### src/verilog/mcu_exec_pkg.sv
/*
  Shared constants and types for the instruction execute block: widths,
  flag positions, cycle counts, register offsets and the operation codes.
  Assumes a single 20 MHz system clock and a 32-bit APB register bus.
*/
package mcu_exec_pkg;
  localparam int DW = 8;
  localparam int PCW = 12;
  localparam int PAGE_W = PCW - DW;
  localparam int PW = 16;
  localparam int DMEM_DEPTH = 256;
  localparam int STACK_DEPTH = 8;
  localparam int SP_W = 3;
  localparam int AW = 12;
  localparam int WDT_PRE_W = 8;
  localparam int WDT_W = 8;

  // Flag positions inside the status byte
  localparam int FLAG_Z = 0;
  localparam int FLAG_C = 1;
  localparam int FLAG_AC = 2;
  localparam int FLAG_OV = 3;
  localparam int FLAG_SC = 4;
  localparam int FLAG_CZ = 5;
  localparam int FLAG_PDF = 6;
  localparam int FLAG_TO = 7;
  localparam int SW_FLAG_TOP = 5;

  // Reset values and fixed data values
  localparam logic [DW-1:0] BYTE_ZERO = 8'h00;
  localparam logic [DW-1:0] BYTE_FULL = 8'hff;
  localparam logic [DW-1:0] BYTE_ONE = 8'h01;
  localparam logic [PCW-1:0] PC_RESET = 12'h000;
  localparam logic [PCW-1:0] PC_STEP = 12'h001;
  localparam logic [PCW-1:0] PC_SKIP = 12'h002;
  localparam logic [SP_W-1:0] SP_STEP = 3'h1;
  localparam logic [3:0] NIB_LIMIT = 4'h9;
  localparam logic [3:0] BCD_ADJ = 4'h6;
  localparam logic [DW-1:0] PCL_ADDR = 8'h06;

  // Instruction durations in clock cycles
  localparam logic [2:0] CYC_ONE = 3'h1;
  localparam logic [2:0] CYC_TWO = 3'h2;
  localparam logic [2:0] CYC_THREE = 3'h3;

  // APB byte offsets
  localparam logic [AW-1:0] OFF_WORK = 12'h000;
  localparam logic [AW-1:0] OFF_STATUS = 12'h004;
  localparam logic [AW-1:0] OFF_TPTR = 12'h008;
  localparam logic [AW-1:0] OFF_TFETCH = 12'h00c;
  localparam logic [AW-1:0] OFF_TPAGE = 12'h010;
  localparam logic [AW-1:0] OFF_PC = 12'h014;
  localparam logic [AW-1:0] OFF_SP = 12'h018;
  localparam logic [AW-1:0] OFF_WDT = 12'h01c;
  localparam logic [1:0] DMEM_SEL = 2'h1;

  typedef enum logic [5:0] {
    add_with_carry_to_work, add_with_carry_to_mem, add_to_work,
    add_to_memory, add_imm, and_to_work, and_to_memory, and_imm,
    or_to_work, or_to_memory, or_imm, invert_to_memory, invert_to_work,
    bcd_sum_fixup, decrement_to_memory, decrement_to_work,
    increment_to_memory, increment_to_work, copy_to_work, copy_imm,
    copy_to_memory, clear_byte, clear_bit, set_byte, set_bit,
    nibble_exchange, nibble_exchange_to_work, skip_if_zero,
    skip_zero_copy, skip_if_nonzero, skip_bit_zero, skip_bit_nonzero,
    inc_skip_zero, dec_skip_zero, inc_skip_zero_to_work,
    dec_skip_zero_to_work, table_read_page, table_read_last_page,
    preinc_table_read_page, preinc_table_read_last, call_sub,
    branch_absolute, clear_watchdog, halt_op, idle_op
  } op_e;
endpackage

### src/verilog/mcu_instruction_execute.sv
/*
  Execute stage of an 8-bit controller core: one decoded instruction per
  accepted issue, with the work register, status flags, data memory,
  program counter, call stack, table read and watchdog held here.
  Assumes the issuer waits on issue_ready, program memory answers a read
  one cycle after prog_rd, and software reaches state over APB.
*/
// Added by the designer: the address map and the APB register port.
// Notes on behaviour
// - Extended skip: three cycles when skipping, two when not.
// - Extended instruction writing program counter low takes three cycles.
// - Extended table read: three cycles, word to fetch-high and memory.
// - Skip on zero, nonzero, bit, or inc/dec result; work forms keep memory.
// - Zero test with copy moves the byte to work register too.
// - Nibble exchange; work form keeps memory, two cycles extended unless it writes counter low.
// - Add with carry: work plus byte plus carry, five flags updated.
// - Add: work plus byte or immediate, five flags updated.
// - AND with byte or immediate, only zero flag changes.
// - Call pushes counter plus one, loads target, two cycles, no flags.
// - Clear byte writes 00H; clear bit zeroes one bit; no flags.
// - Watchdog clear resets counter, expired flag and sleep flag.
// - Invert byte, zero flag only; memory or work register form.
// - BCD fixup adds 6 per nibble over 9 or carried; carry only.
// - Decrement byte, zero flag only; memory or work register form.
// - Increment byte, zero flag only; memory or work register form.
// - Halt stops, keeps state, clears watchdog, sets sleep, clears expired.
// - Jump loads target into counter, two cycles, no flags.
// - Copy byte or immediate to work, or work to byte; no flags.
// - Idle op changes nothing; counter steps to next instruction.
// - OR with byte or immediate into work, or work into byte; only zero flag changes.
// - Standard skip two cycles or one; counter low write two cycles.
`timescale 1ns/1ps
module mcu_instruction_execute
(
  input wire logic sys_clk,
  input wire logic rstn,
  input wire logic issue_valid,
  input wire mcu_exec_pkg::op_e issue_op,
  input wire logic issue_ext,
  input wire logic [mcu_exec_pkg::DW-1:0] issue_addr,
  input wire logic [mcu_exec_pkg::DW-1:0] issue_imm,
  input wire logic [2:0] issue_bit,
  input wire logic [mcu_exec_pkg::PCW-1:0] issue_target,
  output logic issue_ready,
  output logic done,
  output logic [2:0] done_cycles,
  output logic skip_taken,
  output logic halted,
  output logic [mcu_exec_pkg::PCW-1:0] program_counter,
  output logic prog_rd,
  output logic [mcu_exec_pkg::PCW-1:0] prog_addr,
  input wire logic [mcu_exec_pkg::PW-1:0] prog_data,
  input wire logic wake_pin,
  input wire logic psel,
  input wire logic penable,
  input wire logic pwrite,
  input wire logic [mcu_exec_pkg::AW-1:0] paddr,
  input wire logic [31:0] pwdata,
  output logic [31:0] prdata,
  output logic pready,
  output logic pslverr
);
  import mcu_exec_pkg::*;

  typedef enum logic [1:0] {st_ready, st_busy, st_halted} exec_state_e;

  logic [DW-1:0] dmem [DMEM_DEPTH];
  logic [PCW-1:0] stack [STACK_DEPTH];
  logic [SP_W-1:0] stack_ptr;
  logic [DW-1:0] work_register;
  logic [DW-1:0] flags;
  logic [DW-1:0] table_pointer_low;
  logic [DW-1:0] table_fetch_high;
  logic [PAGE_W-1:0] table_page;
  logic [WDT_PRE_W-1:0] wdt_prescale;
  logic [WDT_W-1:0] watchdog_counter;
  logic [2:0] wake_sync;
  exec_state_e state;
  logic [2:0] remain;
  logic tab_pending;
  logic [DW-1:0] tab_dest;

  logic [DW-1:0] res;
  logic wr_mem, wr_work, z_upd, arith_upd, c_only, skip, jump, push;
  logic tab, tab_inc, tab_last, wdt_clr, halt_go;
  logic [DW-1:0] next_flags;

  // Operand fetch and arithmetic datapath
  wire accept = issue_valid && issue_ready;
  wire pcl_hit = (issue_addr == PCL_ADDR);
  wire [DW-1:0] mem_rd = pcl_hit ? program_counter[DW-1:0] : dmem[issue_addr];
  wire imm_op = (issue_op == add_imm) || (issue_op == and_imm) ||
    (issue_op == or_imm) || (issue_op == copy_imm);
  wire [DW-1:0] operand = imm_op ? issue_imm : mem_rd;
  wire carry_in = ((issue_op == add_with_carry_to_work) ||
    (issue_op == add_with_carry_to_mem)) && flags[FLAG_C];
  wire [DW:0] sum9 = {1'b0, work_register} + {1'b0, operand} +
    {8'h00, carry_in};
  wire [4:0] sum_lo = {1'b0, work_register[3:0]} + {1'b0, operand[3:0]} +
    {4'h0, carry_in};
  wire ovf = (work_register[DW-1] == operand[DW-1]) &&
    (sum9[DW-1] != work_register[DW-1]);
  wire daa_lo = (work_register[3:0] > NIB_LIMIT) || flags[FLAG_AC];
  wire daa_hi = (work_register[7:4] > NIB_LIMIT) || flags[FLAG_C];
  wire [DW:0] daa9 = {1'b0, work_register} + {1'b0, daa_hi ? BCD_ADJ : 4'h0,
    daa_lo ? BCD_ADJ : 4'h0};
  wire [DW-1:0] inc_v = mem_rd + BYTE_ONE;
  wire [DW-1:0] dec_v = mem_rd - BYTE_ONE;
  wire [DW-1:0] bit_mask = BYTE_ONE << issue_bit;
  wire [DW-1:0] swapped = {mem_rd[3:0], mem_rd[7:4]};

  // Operation decode: result, destinations and side effects
  always_comb
  begin
    res = BYTE_ZERO;
    wr_mem = 1'b0;
    wr_work = 1'b0;
    z_upd = 1'b0;
    arith_upd = 1'b0;
    c_only = 1'b0;
    skip = 1'b0;
    jump = 1'b0;
    push = 1'b0;
    tab = 1'b0;
    tab_inc = 1'b0;
    tab_last = 1'b0;
    wdt_clr = 1'b0;
    halt_go = 1'b0;
    unique case (issue_op)
      add_with_carry_to_work, add_to_work, add_imm:
      begin
        res = sum9[DW-1:0];
        wr_work = 1'b1;
        arith_upd = 1'b1;
      end
      add_with_carry_to_mem, add_to_memory:
      begin
        res = sum9[DW-1:0];
        wr_mem = 1'b1;
        arith_upd = 1'b1;
      end
      and_to_work, and_imm, and_to_memory:
      begin
        res = work_register & operand;
        wr_work = (issue_op != and_to_memory);
        wr_mem = (issue_op == and_to_memory);
        z_upd = 1'b1;
      end
      or_to_work, or_imm, or_to_memory:
      begin
        res = work_register | operand;
        wr_work = (issue_op != or_to_memory);
        wr_mem = (issue_op == or_to_memory);
        z_upd = 1'b1;
      end
      invert_to_memory, invert_to_work:
      begin
        res = ~mem_rd;
        wr_mem = (issue_op == invert_to_memory);
        wr_work = (issue_op == invert_to_work);
        z_upd = 1'b1;
      end
      bcd_sum_fixup:
      begin
        res = daa9[DW-1:0];
        wr_mem = 1'b1;
        c_only = 1'b1;
      end
      decrement_to_memory, decrement_to_work:
      begin
        res = dec_v;
        wr_mem = (issue_op == decrement_to_memory);
        wr_work = (issue_op == decrement_to_work);
        z_upd = 1'b1;
      end
      increment_to_memory, increment_to_work:
      begin
        res = inc_v;
        wr_mem = (issue_op == increment_to_memory);
        wr_work = (issue_op == increment_to_work);
        z_upd = 1'b1;
      end
      copy_to_work, copy_imm:
      begin
        res = operand;
        wr_work = 1'b1;
      end
      copy_to_memory:
      begin
        res = work_register;
        wr_mem = 1'b1;
      end
      clear_byte, set_byte:
      begin
        res = (issue_op == set_byte) ? BYTE_FULL : BYTE_ZERO;
        wr_mem = 1'b1;
      end
      clear_bit, set_bit:
      begin
        res = (issue_op == set_bit) ? (mem_rd | bit_mask) :
          (mem_rd & ~bit_mask);
        wr_mem = 1'b1;
      end
      nibble_exchange, nibble_exchange_to_work:
      begin
        res = swapped;
        wr_mem = (issue_op == nibble_exchange);
        wr_work = (issue_op == nibble_exchange_to_work);
      end
      skip_if_zero, skip_zero_copy, skip_if_nonzero:
      begin
        res = mem_rd;
        wr_work = (issue_op == skip_zero_copy);
        skip = (issue_op == skip_if_nonzero) ? (mem_rd != BYTE_ZERO) :
          (mem_rd == BYTE_ZERO);
      end
      skip_bit_zero, skip_bit_nonzero:
      begin
        res = mem_rd;
        skip = ((mem_rd & bit_mask) == BYTE_ZERO) ==
          (issue_op == skip_bit_zero);
      end
      inc_skip_zero, inc_skip_zero_to_work:
      begin
        res = inc_v;
        wr_mem = (issue_op == inc_skip_zero);
        wr_work = (issue_op == inc_skip_zero_to_work);
        skip = (inc_v == BYTE_ZERO);
      end
      dec_skip_zero, dec_skip_zero_to_work:
      begin
        res = dec_v;
        wr_mem = (issue_op == dec_skip_zero);
        wr_work = (issue_op == dec_skip_zero_to_work);
        skip = (dec_v == BYTE_ZERO);
      end
      table_read_page, table_read_last_page, preinc_table_read_page,
      preinc_table_read_last:
      begin
        tab = 1'b1;
        tab_inc = (issue_op == preinc_table_read_page) ||
          (issue_op == preinc_table_read_last);
        tab_last = (issue_op == table_read_last_page) ||
          (issue_op == preinc_table_read_last);
      end
      call_sub:
      begin
        jump = 1'b1;
        push = 1'b1;
      end
      branch_absolute: jump = 1'b1;
      clear_watchdog: wdt_clr = 1'b1;
      halt_op: halt_go = 1'b1;
      idle_op: res = BYTE_ZERO;
    endcase
  end

  // Flag update; the counter low byte read as an operand feeds the flags like any byte
  always_comb
  begin
    next_flags = flags;
    if (z_upd || arith_upd)
      next_flags[FLAG_Z] = (res == BYTE_ZERO);
    if (arith_upd)
    begin
      next_flags[FLAG_C] = sum9[DW];
      next_flags[FLAG_AC] = sum_lo[4];
      next_flags[FLAG_OV] = ovf;
      next_flags[FLAG_SC] = ovf ^ sum9[DW-1];
    end
    if (c_only)
      next_flags[FLAG_C] = flags[FLAG_C] | daa9[DW];
    if (wdt_clr || halt_go)
      next_flags[FLAG_TO] = 1'b0;
    next_flags[FLAG_PDF] = halt_go ? 1'b1 :
      (wdt_clr ? 1'b0 : flags[FLAG_PDF]);
  end

  // Timing and program counter selection
  wire pcl_wr = wr_mem && pcl_hit;
  wire [2:0] base_cyc = tab ? (issue_ext ? CYC_THREE : CYC_TWO) :
    (jump ? CYC_TWO : (issue_ext ? CYC_TWO : CYC_ONE));
  wire [2:0] n_cyc = ((skip || pcl_wr) && !tab && !jump) ?
    base_cyc + CYC_ONE : base_cyc;
  wire [PCW-1:0] pc_inc = program_counter + PC_STEP;
  wire [PCW-1:0] next_pc = jump ? issue_target :
    (pcl_wr ? {program_counter[PCW-1:DW], res} :
    (skip ? program_counter + PC_SKIP : pc_inc));
  wire [DW-1:0] tptr_use = tab_inc ? table_pointer_low + BYTE_ONE :
    table_pointer_low;
  wire [PCW-1:0] tab_addr = tab_last ?
    {program_counter[PCW-1:DW], tptr_use} : {table_page, tptr_use};

  // Watchdog timing and wake input
  wire wdt_tick = &wdt_prescale;
  wire wdt_expire = wdt_tick && (&watchdog_counter);
  wire wdt_restart = accept && (wdt_clr || halt_go);
  wire wake_level = wake_sync[1] && wake_sync[2];

  // APB decode; a write lands at the access edge with pready high
  wire apb_setup = psel && !penable;
  wire apb_wr = psel && penable && pwrite && pready;
  wire mem_hit = (paddr[AW-1:AW-2] == DMEM_SEL);
  wire [DW-1:0] mem_idx = paddr[AW-3:2];
  wire reg_hit = (paddr == OFF_WORK) || (paddr == OFF_STATUS) ||
    (paddr == OFF_TPTR) || (paddr == OFF_TFETCH) || (paddr == OFF_TPAGE) ||
    (paddr == OFF_PC) || (paddr == OFF_SP) || (paddr == OFF_WDT);
  wire rd_hit = mem_hit || reg_hit;
  wire [31:0] rd_word =
    mem_hit ? {24'h000000, dmem[mem_idx]} :
    (paddr == OFF_WORK) ? {24'h000000, work_register} :
    (paddr == OFF_STATUS) ? {24'h000000, flags} :
    (paddr == OFF_TPTR) ? {24'h000000, table_pointer_low} :
    (paddr == OFF_TFETCH) ? {24'h000000, table_fetch_high} :
    (paddr == OFF_TPAGE) ? {28'h0000000, table_page} :
    (paddr == OFF_PC) ? {20'h00000, program_counter} :
    (paddr == OFF_SP) ? {29'h00000000, stack_ptr} :
    (paddr == OFF_WDT) ? {24'h000000, watchdog_counter} : 32'h00000000;

  // APB answer: one wait-free access phase after every setup
  always_ff @(posedge sys_clk)
  begin
    if (!rstn)
    begin
      pready <= 1'b0;
      pslverr <= 1'b0;
      prdata <= 32'h00000000;
    end
    else
    begin
      pready <= apb_setup;
      pslverr <= apb_setup && !rd_hit;
      prdata <= (apb_setup && !pwrite) ? rd_word : 32'h00000000;
    end
  end

  // Data memory: core writes win over a colliding bus write
  always_ff @(posedge sys_clk)
  begin
    if (accept && wr_mem && !pcl_hit)
      dmem[issue_addr] <= res;
    else if (tab_pending)
      dmem[tab_dest] <= prog_data[DW-1:0];
    else if (apb_wr && mem_hit)
      dmem[mem_idx] <= pwdata[DW-1:0];
  end

  // Work register, flags and table registers
  always_ff @(posedge sys_clk)
  begin
    if (!rstn)
    begin
      work_register <= BYTE_ZERO;
      flags <= BYTE_ZERO;
      table_pointer_low <= BYTE_ZERO;
      table_fetch_high <= BYTE_ZERO;
      table_page <= '0;
    end
    else
    begin
      if (accept && wr_work)
        work_register <= res;
      else if (apb_wr && paddr == OFF_WORK)
        work_register <= pwdata[DW-1:0];
      if (accept)
        flags <= next_flags;
      else if (apb_wr && paddr == OFF_STATUS)
        flags <= {flags[FLAG_TO:FLAG_PDF], pwdata[SW_FLAG_TOP:0]};
      if (wdt_expire)
        flags[FLAG_TO] <= 1'b1; // Expiry beats a same-cycle clear
      if (accept && tab_inc)
        table_pointer_low <= tptr_use;
      else if (apb_wr && paddr == OFF_TPTR)
        table_pointer_low <= pwdata[DW-1:0];
      if (tab_pending)
        table_fetch_high <= prog_data[PW-1:DW];
      if (apb_wr && paddr == OFF_TPAGE)
        table_page <= pwdata[PAGE_W-1:0];
    end
  end

  // Watchdog prescaler and counter, plus three-stage wake sampling
  always_ff @(posedge sys_clk)
  begin
    if (!rstn)
    begin
      wdt_prescale <= '0;
      watchdog_counter <= '0;
      wake_sync <= 3'h0;
    end
    else
    begin
      wake_sync <= {wake_sync[1:0], wake_pin};
      wdt_prescale <= wdt_restart ? '0 : wdt_prescale + 1'b1;
      if (wdt_restart)
        watchdog_counter <= '0;
      else if (wdt_tick)
        watchdog_counter <= watchdog_counter + 1'b1;
    end
  end

  // Call stack; wraps silently when more than eight calls nest
  always_ff @(posedge sys_clk)
  begin
    if (!rstn)
      stack_ptr <= '0;
    else if (accept && push)
    begin
      stack[stack_ptr] <= pc_inc;
      stack_ptr <= stack_ptr + SP_STEP;
    end
  end

  // Sequencer: holds the issue port for the instruction's cycle count
  always_ff @(posedge sys_clk)
  begin
    if (!rstn)
    begin
      state <= st_ready;
      remain <= 3'h0;
      issue_ready <= 1'b0;
      done <= 1'b0;
      done_cycles <= 3'h0;
      skip_taken <= 1'b0;
      halted <= 1'b0;
      program_counter <= PC_RESET;
      prog_rd <= 1'b0;
      prog_addr <= PC_RESET;
      tab_pending <= 1'b0;
      tab_dest <= BYTE_ZERO;
    end
    else
    begin
      done <= 1'b0;
      prog_rd <= 1'b0;
      tab_pending <= prog_rd;
      unique case (state)
        st_ready:
        begin
          issue_ready <= 1'b1;
          if (accept)
          begin
            program_counter <= next_pc;
            done_cycles <= n_cyc;
            skip_taken <= skip;
            remain <= n_cyc - CYC_ONE;
            prog_rd <= tab;
            prog_addr <= tab_addr;
            tab_dest <= issue_addr;
            if (halt_go)
            begin
              state <= st_halted;
              issue_ready <= 1'b0;
              halted <= 1'b1;
              done <= 1'b1;
            end
            else if (n_cyc == CYC_ONE)
              done <= 1'b1;
            else
            begin
              state <= st_busy;
              issue_ready <= 1'b0;
            end
          end
        end
        st_busy:
        begin
          remain <= remain - CYC_ONE;
          if (remain == CYC_ONE)
          begin
            state <= st_ready;
            issue_ready <= 1'b1;
            done <= 1'b1;
          end
        end
        st_halted:
        begin
          if (wake_level || wdt_expire)
          begin
            state <= st_ready;
            halted <= 1'b0;
            issue_ready <= 1'b1;
          end
        end
        default:
        begin
          state <= st_ready;
          issue_ready <= 1'b0;
        end
      endcase
    end
  end

  wire is_skip_op = (issue_op >= skip_if_zero) &&
    (issue_op <= dec_skip_zero_to_work);
endmodule
### config.mk
export PLATFORM = sky130hd
export DESIGN_NAME = mcu_instruction_execute
export DESIGN_NICKNAME = d
export VERILOG_FILES = /design/src/verilog/mcu_exec_pkg.sv /design/src/verilog/mcu_instruction_execute.sv
export SDC_FILE = /design/constraint.sdc
export NUM_CORES = 2
export LEC_CHECK = 0
export BUFFER_PORTS_ARGS = -buffer_cell sky130_fd_sc_hd__buf_2
export CAP_MARGIN = 20
export CORE_MARGIN = 2
export CORE_UTILIZATION = 50
export DETAILED_ROUTE_END_ITERATION = 8
export GPL_ROUTABILITY_DRIVEN = 0
export MAX_ROUTING_LAYER = met4
export PLACE_DENSITY = 0.77
export SLEW_MARGIN = 20
export SYNTH_ARGS = -nofsm -noshare
export SYNTH_HDL_FRONTEND = slang
export SYNTH_SLANG_ARGS = --single-unit
### constraint.sdc
create_clock -name sys_clk -period 21.5 [get_ports sys_clk]
set_input_delay 3.225 -clock sys_clk [delete_from_list [all_inputs] [get_ports sys_clk]]
set_output_delay 3.225 -clock sys_clk [all_outputs]
set_load 0.05 [all_outputs]
== Yosys cells after proc, flatten, opt, wreduce, memory -nomap -nowiden ==
Memory sizes are Yosys's and may differ from the RTL's.
Cells that the tools add are included.

* Output and inout bits: 66
* Bits in latches: 0
* Memory bits (writable): 2,048
* Logic and storage cells: 335
* Bits in registers: 138
* ROM bits: 0
* Memories kept: 1

* Bitwise operators: 12
* Eq/ne operators: 70
* Reductions and logical operators: 111
* Add/sub/neg operators: 16
* Multiply operators: 0
* Shift operators: 1
* Muxes and demuxes: 90
* Divide/modulo/power cells: 0
* Order comparisons: 2

{| class="wikitable"
|+ Memory list
! memory !! words !! width !! read ports !! clocked after memory_dff !! wr ports !! RTL line !! text
|-
| dmem || 256 || 8 || 2 || 0 || 1 || mcu_instruction_execute.sv:67 || <nowiki>logic [DW-1:0] dmem [DMEM_DEPTH];</nowiki>
|}

{| class="wikitable"
|+ Operators by type and width
! kind !! number
|-
| $mux W8 || 22
|-
| $pmux W8 S13 || 1
|-
| $eq A6 B5 Y1 const B || 16
|-
| $eq A6 B6 Y1 const B || 12
|-
| $mux W12 || 5
|-
| $eq A12 B5 Y1 const B || 4
|-
| $eq A6 B4 Y1 const B || 8
|-
| $logic_not A8 Y1 || 5
|-
| $mux W1 || 40
|-
| $add A8 B1 Y8 const B || 4
|-
| $reduce_or A8 Y1 || 4
|-
| $logic_and A1 B1 Y1 || 25
|-
| $and A8 B8 Y8 || 3
|-
| $eq A12 B4 Y1 const B || 2
|-
| $eq A6 B3 Y1 const B || 4
|-
| $reduce_or A2 Y1 || 12
|-
| $logic_or A1 B1 Y1 || 20
|-
| $reduce_and A2 Y1 || 10
|-
| $mux W2 || 8
|-
| $not A8 Y8 || 2
|-
| $or A8 B8 Y8 || 2
|-
| $reduce_and A8 Y1 || 2
|-
| $reduce_bool A2 Y1 || 8
|-
| $reduce_or A5 Y1 || 3
|-
| 51 further kinds || 80
|}

== Logic depth before layout (Yosys ltp) ==
* Depth in word-level cells: 15
* Mapped depth: 30
* Mapped depth without buffers: 23

== Worst setup path after synthesis ==
No wires, ideal clock.

* Path kind: input port to flip-flop
* From: input port issue_addr[0] in the netlist's numbering
* To: memory dmem[0][7], data pin
* Buffers on the path: 3
* Arrival: 17.370 ns
* Data required time: 19.313 ns
* Cell stages on the path: 25
* Slack: 1.943 ns
* Path through: buf_6 -> buf_6 -> buf_2 -> mux4_2 -> mux2_2 -> nand3_1 -> o2111ai_1 -> a221oi_2 -> o22ai_2 -> mux2i_1 -> inv_1 -> fa_1 -> a21o_1 -> a21oi_1 -> o21bai_1 -> a21oi_1 -> o21bai_1 -> a21oi_1 -> xnor2_1 -> a21oi_1 -> o311ai_0 -> a2111oi_2 -> nand2_1 -> o21ai_0 -> o21ai_0

* Longest elaborated chain between the ends: 8
* Elaborated cells between the ends (all ways): 25
* Those cells by class: 4 x add/sub; 1 x eq/ne; 10 x mux; 5 x bitwise; 4 x reduce/logical; 1 x memory

{| class="wikitable"
|+ Ends and longest elaborated chain
! what !! RTL line !! text
|-
| start: declaration || mcu_instruction_execute.sv:40 || <nowiki>input wire logic [mcu_exec_pkg::DW-1:0] issue_addr,</nowiki>
|-
| $mem_v2 Z256 W8 or $eq A8 B3 Y1 (tied branches) || - ||
|-
| $mux W8 or $logic_not A1 Y1 (tied branches) || mcu_instruction_execute.sv:91, mcu_instruction_execute.sv:340 ||
|-
| $mux W8 or $logic_and A1 B1 Y1 (tied branches) || mcu_instruction_execute.sv:94, mcu_instruction_execute.sv:340 ||
|-
| $add A8 B8 Y9 or $mux W1 (tied branches) || mcu_instruction_execute.sv:97, mcu_instruction_execute.sv:340 ||
|-
| $add A9 B1 Y9 or $mux W1 (tied branches) || mcu_instruction_execute.sv:97, mcu_instruction_execute.sv:343 ||
|-
| $pmux W8 S13 or $reduce_or A8 Y1 (tied branches) || - ||
|-
| $mux W8 (no source line) || - ||
|-
| $mux W8 (no source line) * || - ||
|-
| end: declaration || mcu_instruction_execute.sv:67 ||
|}

Mark *: on every way between the ends. The rest lies on a longest branch, timed or not.

== Worst setup path after layout ==
* From: input port issue_addr[1] in the netlist's numbering
* To: memory dmem[243][7], data pin

Same word-level chain as after synthesis.

==> flow_metrics.py <==
metrics = {
    "outcome": {
        "status": "finished with violations",
        "violations": "design-rule violations",
    },
    "synth": {
        "synth.top_cell.area_share_pct": 58.57,
        "synth_cells": 6004,
        "synth_seq_area_share_pct": 60.82,
        "yosys_warnings": 0,
        "ys_types": 94,
        "ys_ff_latch": 2166,
        "ys_top_cells_by_count": "edfxtp_1 (2048), mux4_2 (1055), nor2_1 (436)",
        "synth_edf_count": 2048,
        "synth_area_leader_cell": "edfxtp_1",
        "syn_area_sq_mm": 0.1050,
        "ys.flop_type": "edfxtp_1",
        "synth_area_leaders": "edfxtp_1 (59%), mux4_2 (23%), mux2i_1 (3.8%), dfxtp_1 (2.2%), nor2_1 (1.6%)",
        "synthArstFlopShare_pct": 0,
        "yosysMostFrequentCell": "edfxtp_1",
        "synth.avg_cell_area_sq_um": 17.49,
    },
    "sta": {
        "setup_tns_ps": 0,
        "setup_viol": 0,
        "fin_crit_ps": 12240,
        "min_period_over_period_pct": 56.92,
        "hold_viol": 0,
        "slew_headroom_pct": 11.90,
        "worst_pin_slew_ps": 1309,
        "max_freq_mhz": 81.72,
        "clock_skew_ps": 59.66,
        "drv_slew": 0,
        "grt_setup_unrepaired": "no",
    },
    "global_routing": {
        "grt_pass1_wl_mm": 485.7,
        "grt_pass1_vias": 64616,
        "track_usage_pct": 33.32,
        "grt_overflow": 0,
        "antenna_found_initial": 43,
        "grt_max_degree": 257,
    },
    "route": {
        "wl_per_cell_um": 38.10,
        "vias_per_cell": 7.350,
        "ant_nets": 0,
        "vias": 66873,
        "drt-total-wl_mm": 346.6,
        "route.detailed.drc": 1,
        "drtIter0Drc": 13119,
        "first_pass_iters": 9,
    },
    "floorplanning": {
        "num_rows": 168,
        "io_pins": 171,
        "die_area_sq_mm": 0.2137,
        "die_height_um": 462.3,
        "start_util_pct": 50.21,
        "design.core.area_sq_mm": 0.2092,
        "fp.dieW_um": 462.3,
    },
    "cts": {
        "cts_tree": "yes",
        "cts_max_path_buffers": 3,
        "cts-root-buf": "clkbuf_16",
        "clk_transition_reported_paths_ps": 60,
        "post_cts_resize_count": 0,
        "post-cts-setup-buffers": 0,
        "insertion_delay_ps": 900,
        "cts_buffers": 210,
        "cts_htree_levels": 4,
        "hold_buffers": 0,
        "clock-sinks": 2166,
    },
    "pwr": {
        "power_density_mw_per_mm2": 84.49,
        "p_leak_nw": 36.80,
        "ir_worst_vdd_mv": 0.06981,
        "finalPower_mw": 9.765,
    },
    "min_path": {
        "hold_start": "tab_dest[1]",
        "hp-class": "reg2reg",
        "holdPathStages": 2,
    },
    "cells_and_area": {
        "stdcell_count": 9098,
        "nNetsFinal": 6198,
        "area_growth_syn_to_layout_pct": 10.06,
        "drive_gt1_share_pct": 27.99,
    },
    "placed_design": {
        "placed_cells_incl_taps": 8633,
        "dpl.hpwl_mm": 215.3,
        "portBuffers": 126,
    },
    "setup_path": {
        "reg2reg_from": "dmem[223][0]",
        "reg2reg_depth": 24,
        "cp-end-kind": "flip-flop",
        "critPathMaxStageDelay_ps": 890,
        "required_ps": 22020,
        "worstPathArrival_ps": 12750,
        "startpoint": "issue_addr[1]",
        "worst_setup_path_start_kind": "input port",
        "crit_chain": "buf_8, buf_4, buf_4, nand2b_1, o22ai_1, nor3_1, o22ai_1, a311oi_2, inv_1, o21ai_0, inv_1, ha_1, a21oi_1, o21bai_1, a21oi_1, xnor2_1, a21oi_1, o311ai_0, a2111oi_2, nand2_1, o21ai_0, o21ai_4, buf_12, buf_16",
        "cp_max_fo": 155,
        "critPathSlowestCell": "a311oi_2",
        "critical_path_class": "in2reg",
        "crit_top_cell": "a21oi_1",
    },
    "run": {
        "drv_cap": 0,
    },
}
## cell usage in the layout, fill, tap and decap left out, types with 38 or more instances in the layout
master     instances
nor2_1           420
clkinv_2          45
buf_2            117
mux4_2          1055
diode_2           59
a31oi_1           52
a21oi_1          134
nor3_1            49
nand3_1          114
nand2_1          268
inv_1             55
mux2i_1          394
buf_4            144
clkbuf_16        211
ha_1              38
clkbuf_1          43
o21ai_0           81
a22oi_1          147
edfxtp_1        2048
clkinv_1          54
dfxtp_1          118
## report_power, final
group,leakage [nW],internal (mW),switching (mW),total (mW)
sequential,19.5,4.86,0.00989,4.87
combinational,14.0,0.349,0.834,1.18
clock,3.35,2.05,1.67,3.71
## worst max-delay path: cells and delay by family
family	cells	cell delay, ps
compound gates	12	4300
buf+inv	7	2770
simple gates	3	1570
fa+ha+maj	1	330
xor+xnor	1	120
## flip-flops by register name (all words and copies together) (netlist names), 12 cells and up
name,cells
prog_addr,12
prdata,12
program_counter,12
dmem,2048
## kinds of logic (layout without fill, tap and decap cells)
kind of cell | Yosys count | in the layout | share of synthesized area, %
flip-flops | 2166 | 2166 | 60.82
multiplexers | 1479 | 1479 | 26.71
AND/OR/NAND/NOR | 1049 | 1049 | 4.430
AO/OA/AOI/OAI | 694 | 694 | 4.587
buffers and inverters | 537 | 748 | 2.636
adder cells (fa/ha/maj) | 41 | 41 | 0.5100
XOR/XNOR | 37 | 37 | 0.3086
other | 1 | 79 | 0.003571
## final cells by class
| cell class | count | area [sq um] |
|---|---|---|
| clock buffer | 259 | 5504 |
| tap | 2805 | 3510 |
| antenna | 59 | 147.6 |
| timing repair buffer | 292 | 2282 |
| multi-input combinational | 3320 | 38680 |
| sequential | 2166 | 63860 |
| clock inverter | 135 | 1351 |
| inverter | 62 | 234.0 |
| fill | 15370 | 93580 |
## per-layer routing
metal	part of all wire (%)	GRT usage, %	vias up	routed length (um)
li1	-	-	25255	-
met1	32	40.12	33611	109900
met2	44	46.29	6564	151000
met3	17	13.91	1443	59130
met4	7.7	21.20	0	26640
met5	0	-	-	0
## stage by stage
| stage | hold WS (ps) | utilization [%] | worst slack, ps | instance area (sq um) |
|---|---|---|---|---|
| floorplan | 411.9 | - | 1943 | 105100 |
| global placement | 442.8 | 51.76 | 8900 | 108300 |
| detailed placement | 426.3 | 51.78 | 8853 | 108300 |
| CTS | 458.7 | 55.06 | 9694 | 115200 |
| finish | 459.6 | 55.26 | 9263 | 115600 |
| global route | 477.2 | 55.24 | 9079 | 115500 |
## path summary, 6_finish.rpt
path                                endpoint  slack [ps]
worst max-delay path            dmem[243][7]        9260
worst min register to register   tab_dest[1]         460
worst min-delay path             tab_dest[1]         460
worst max register to register  dmem[243][7]       13590
No activity file was read; power rests on OpenSTA's default activity.
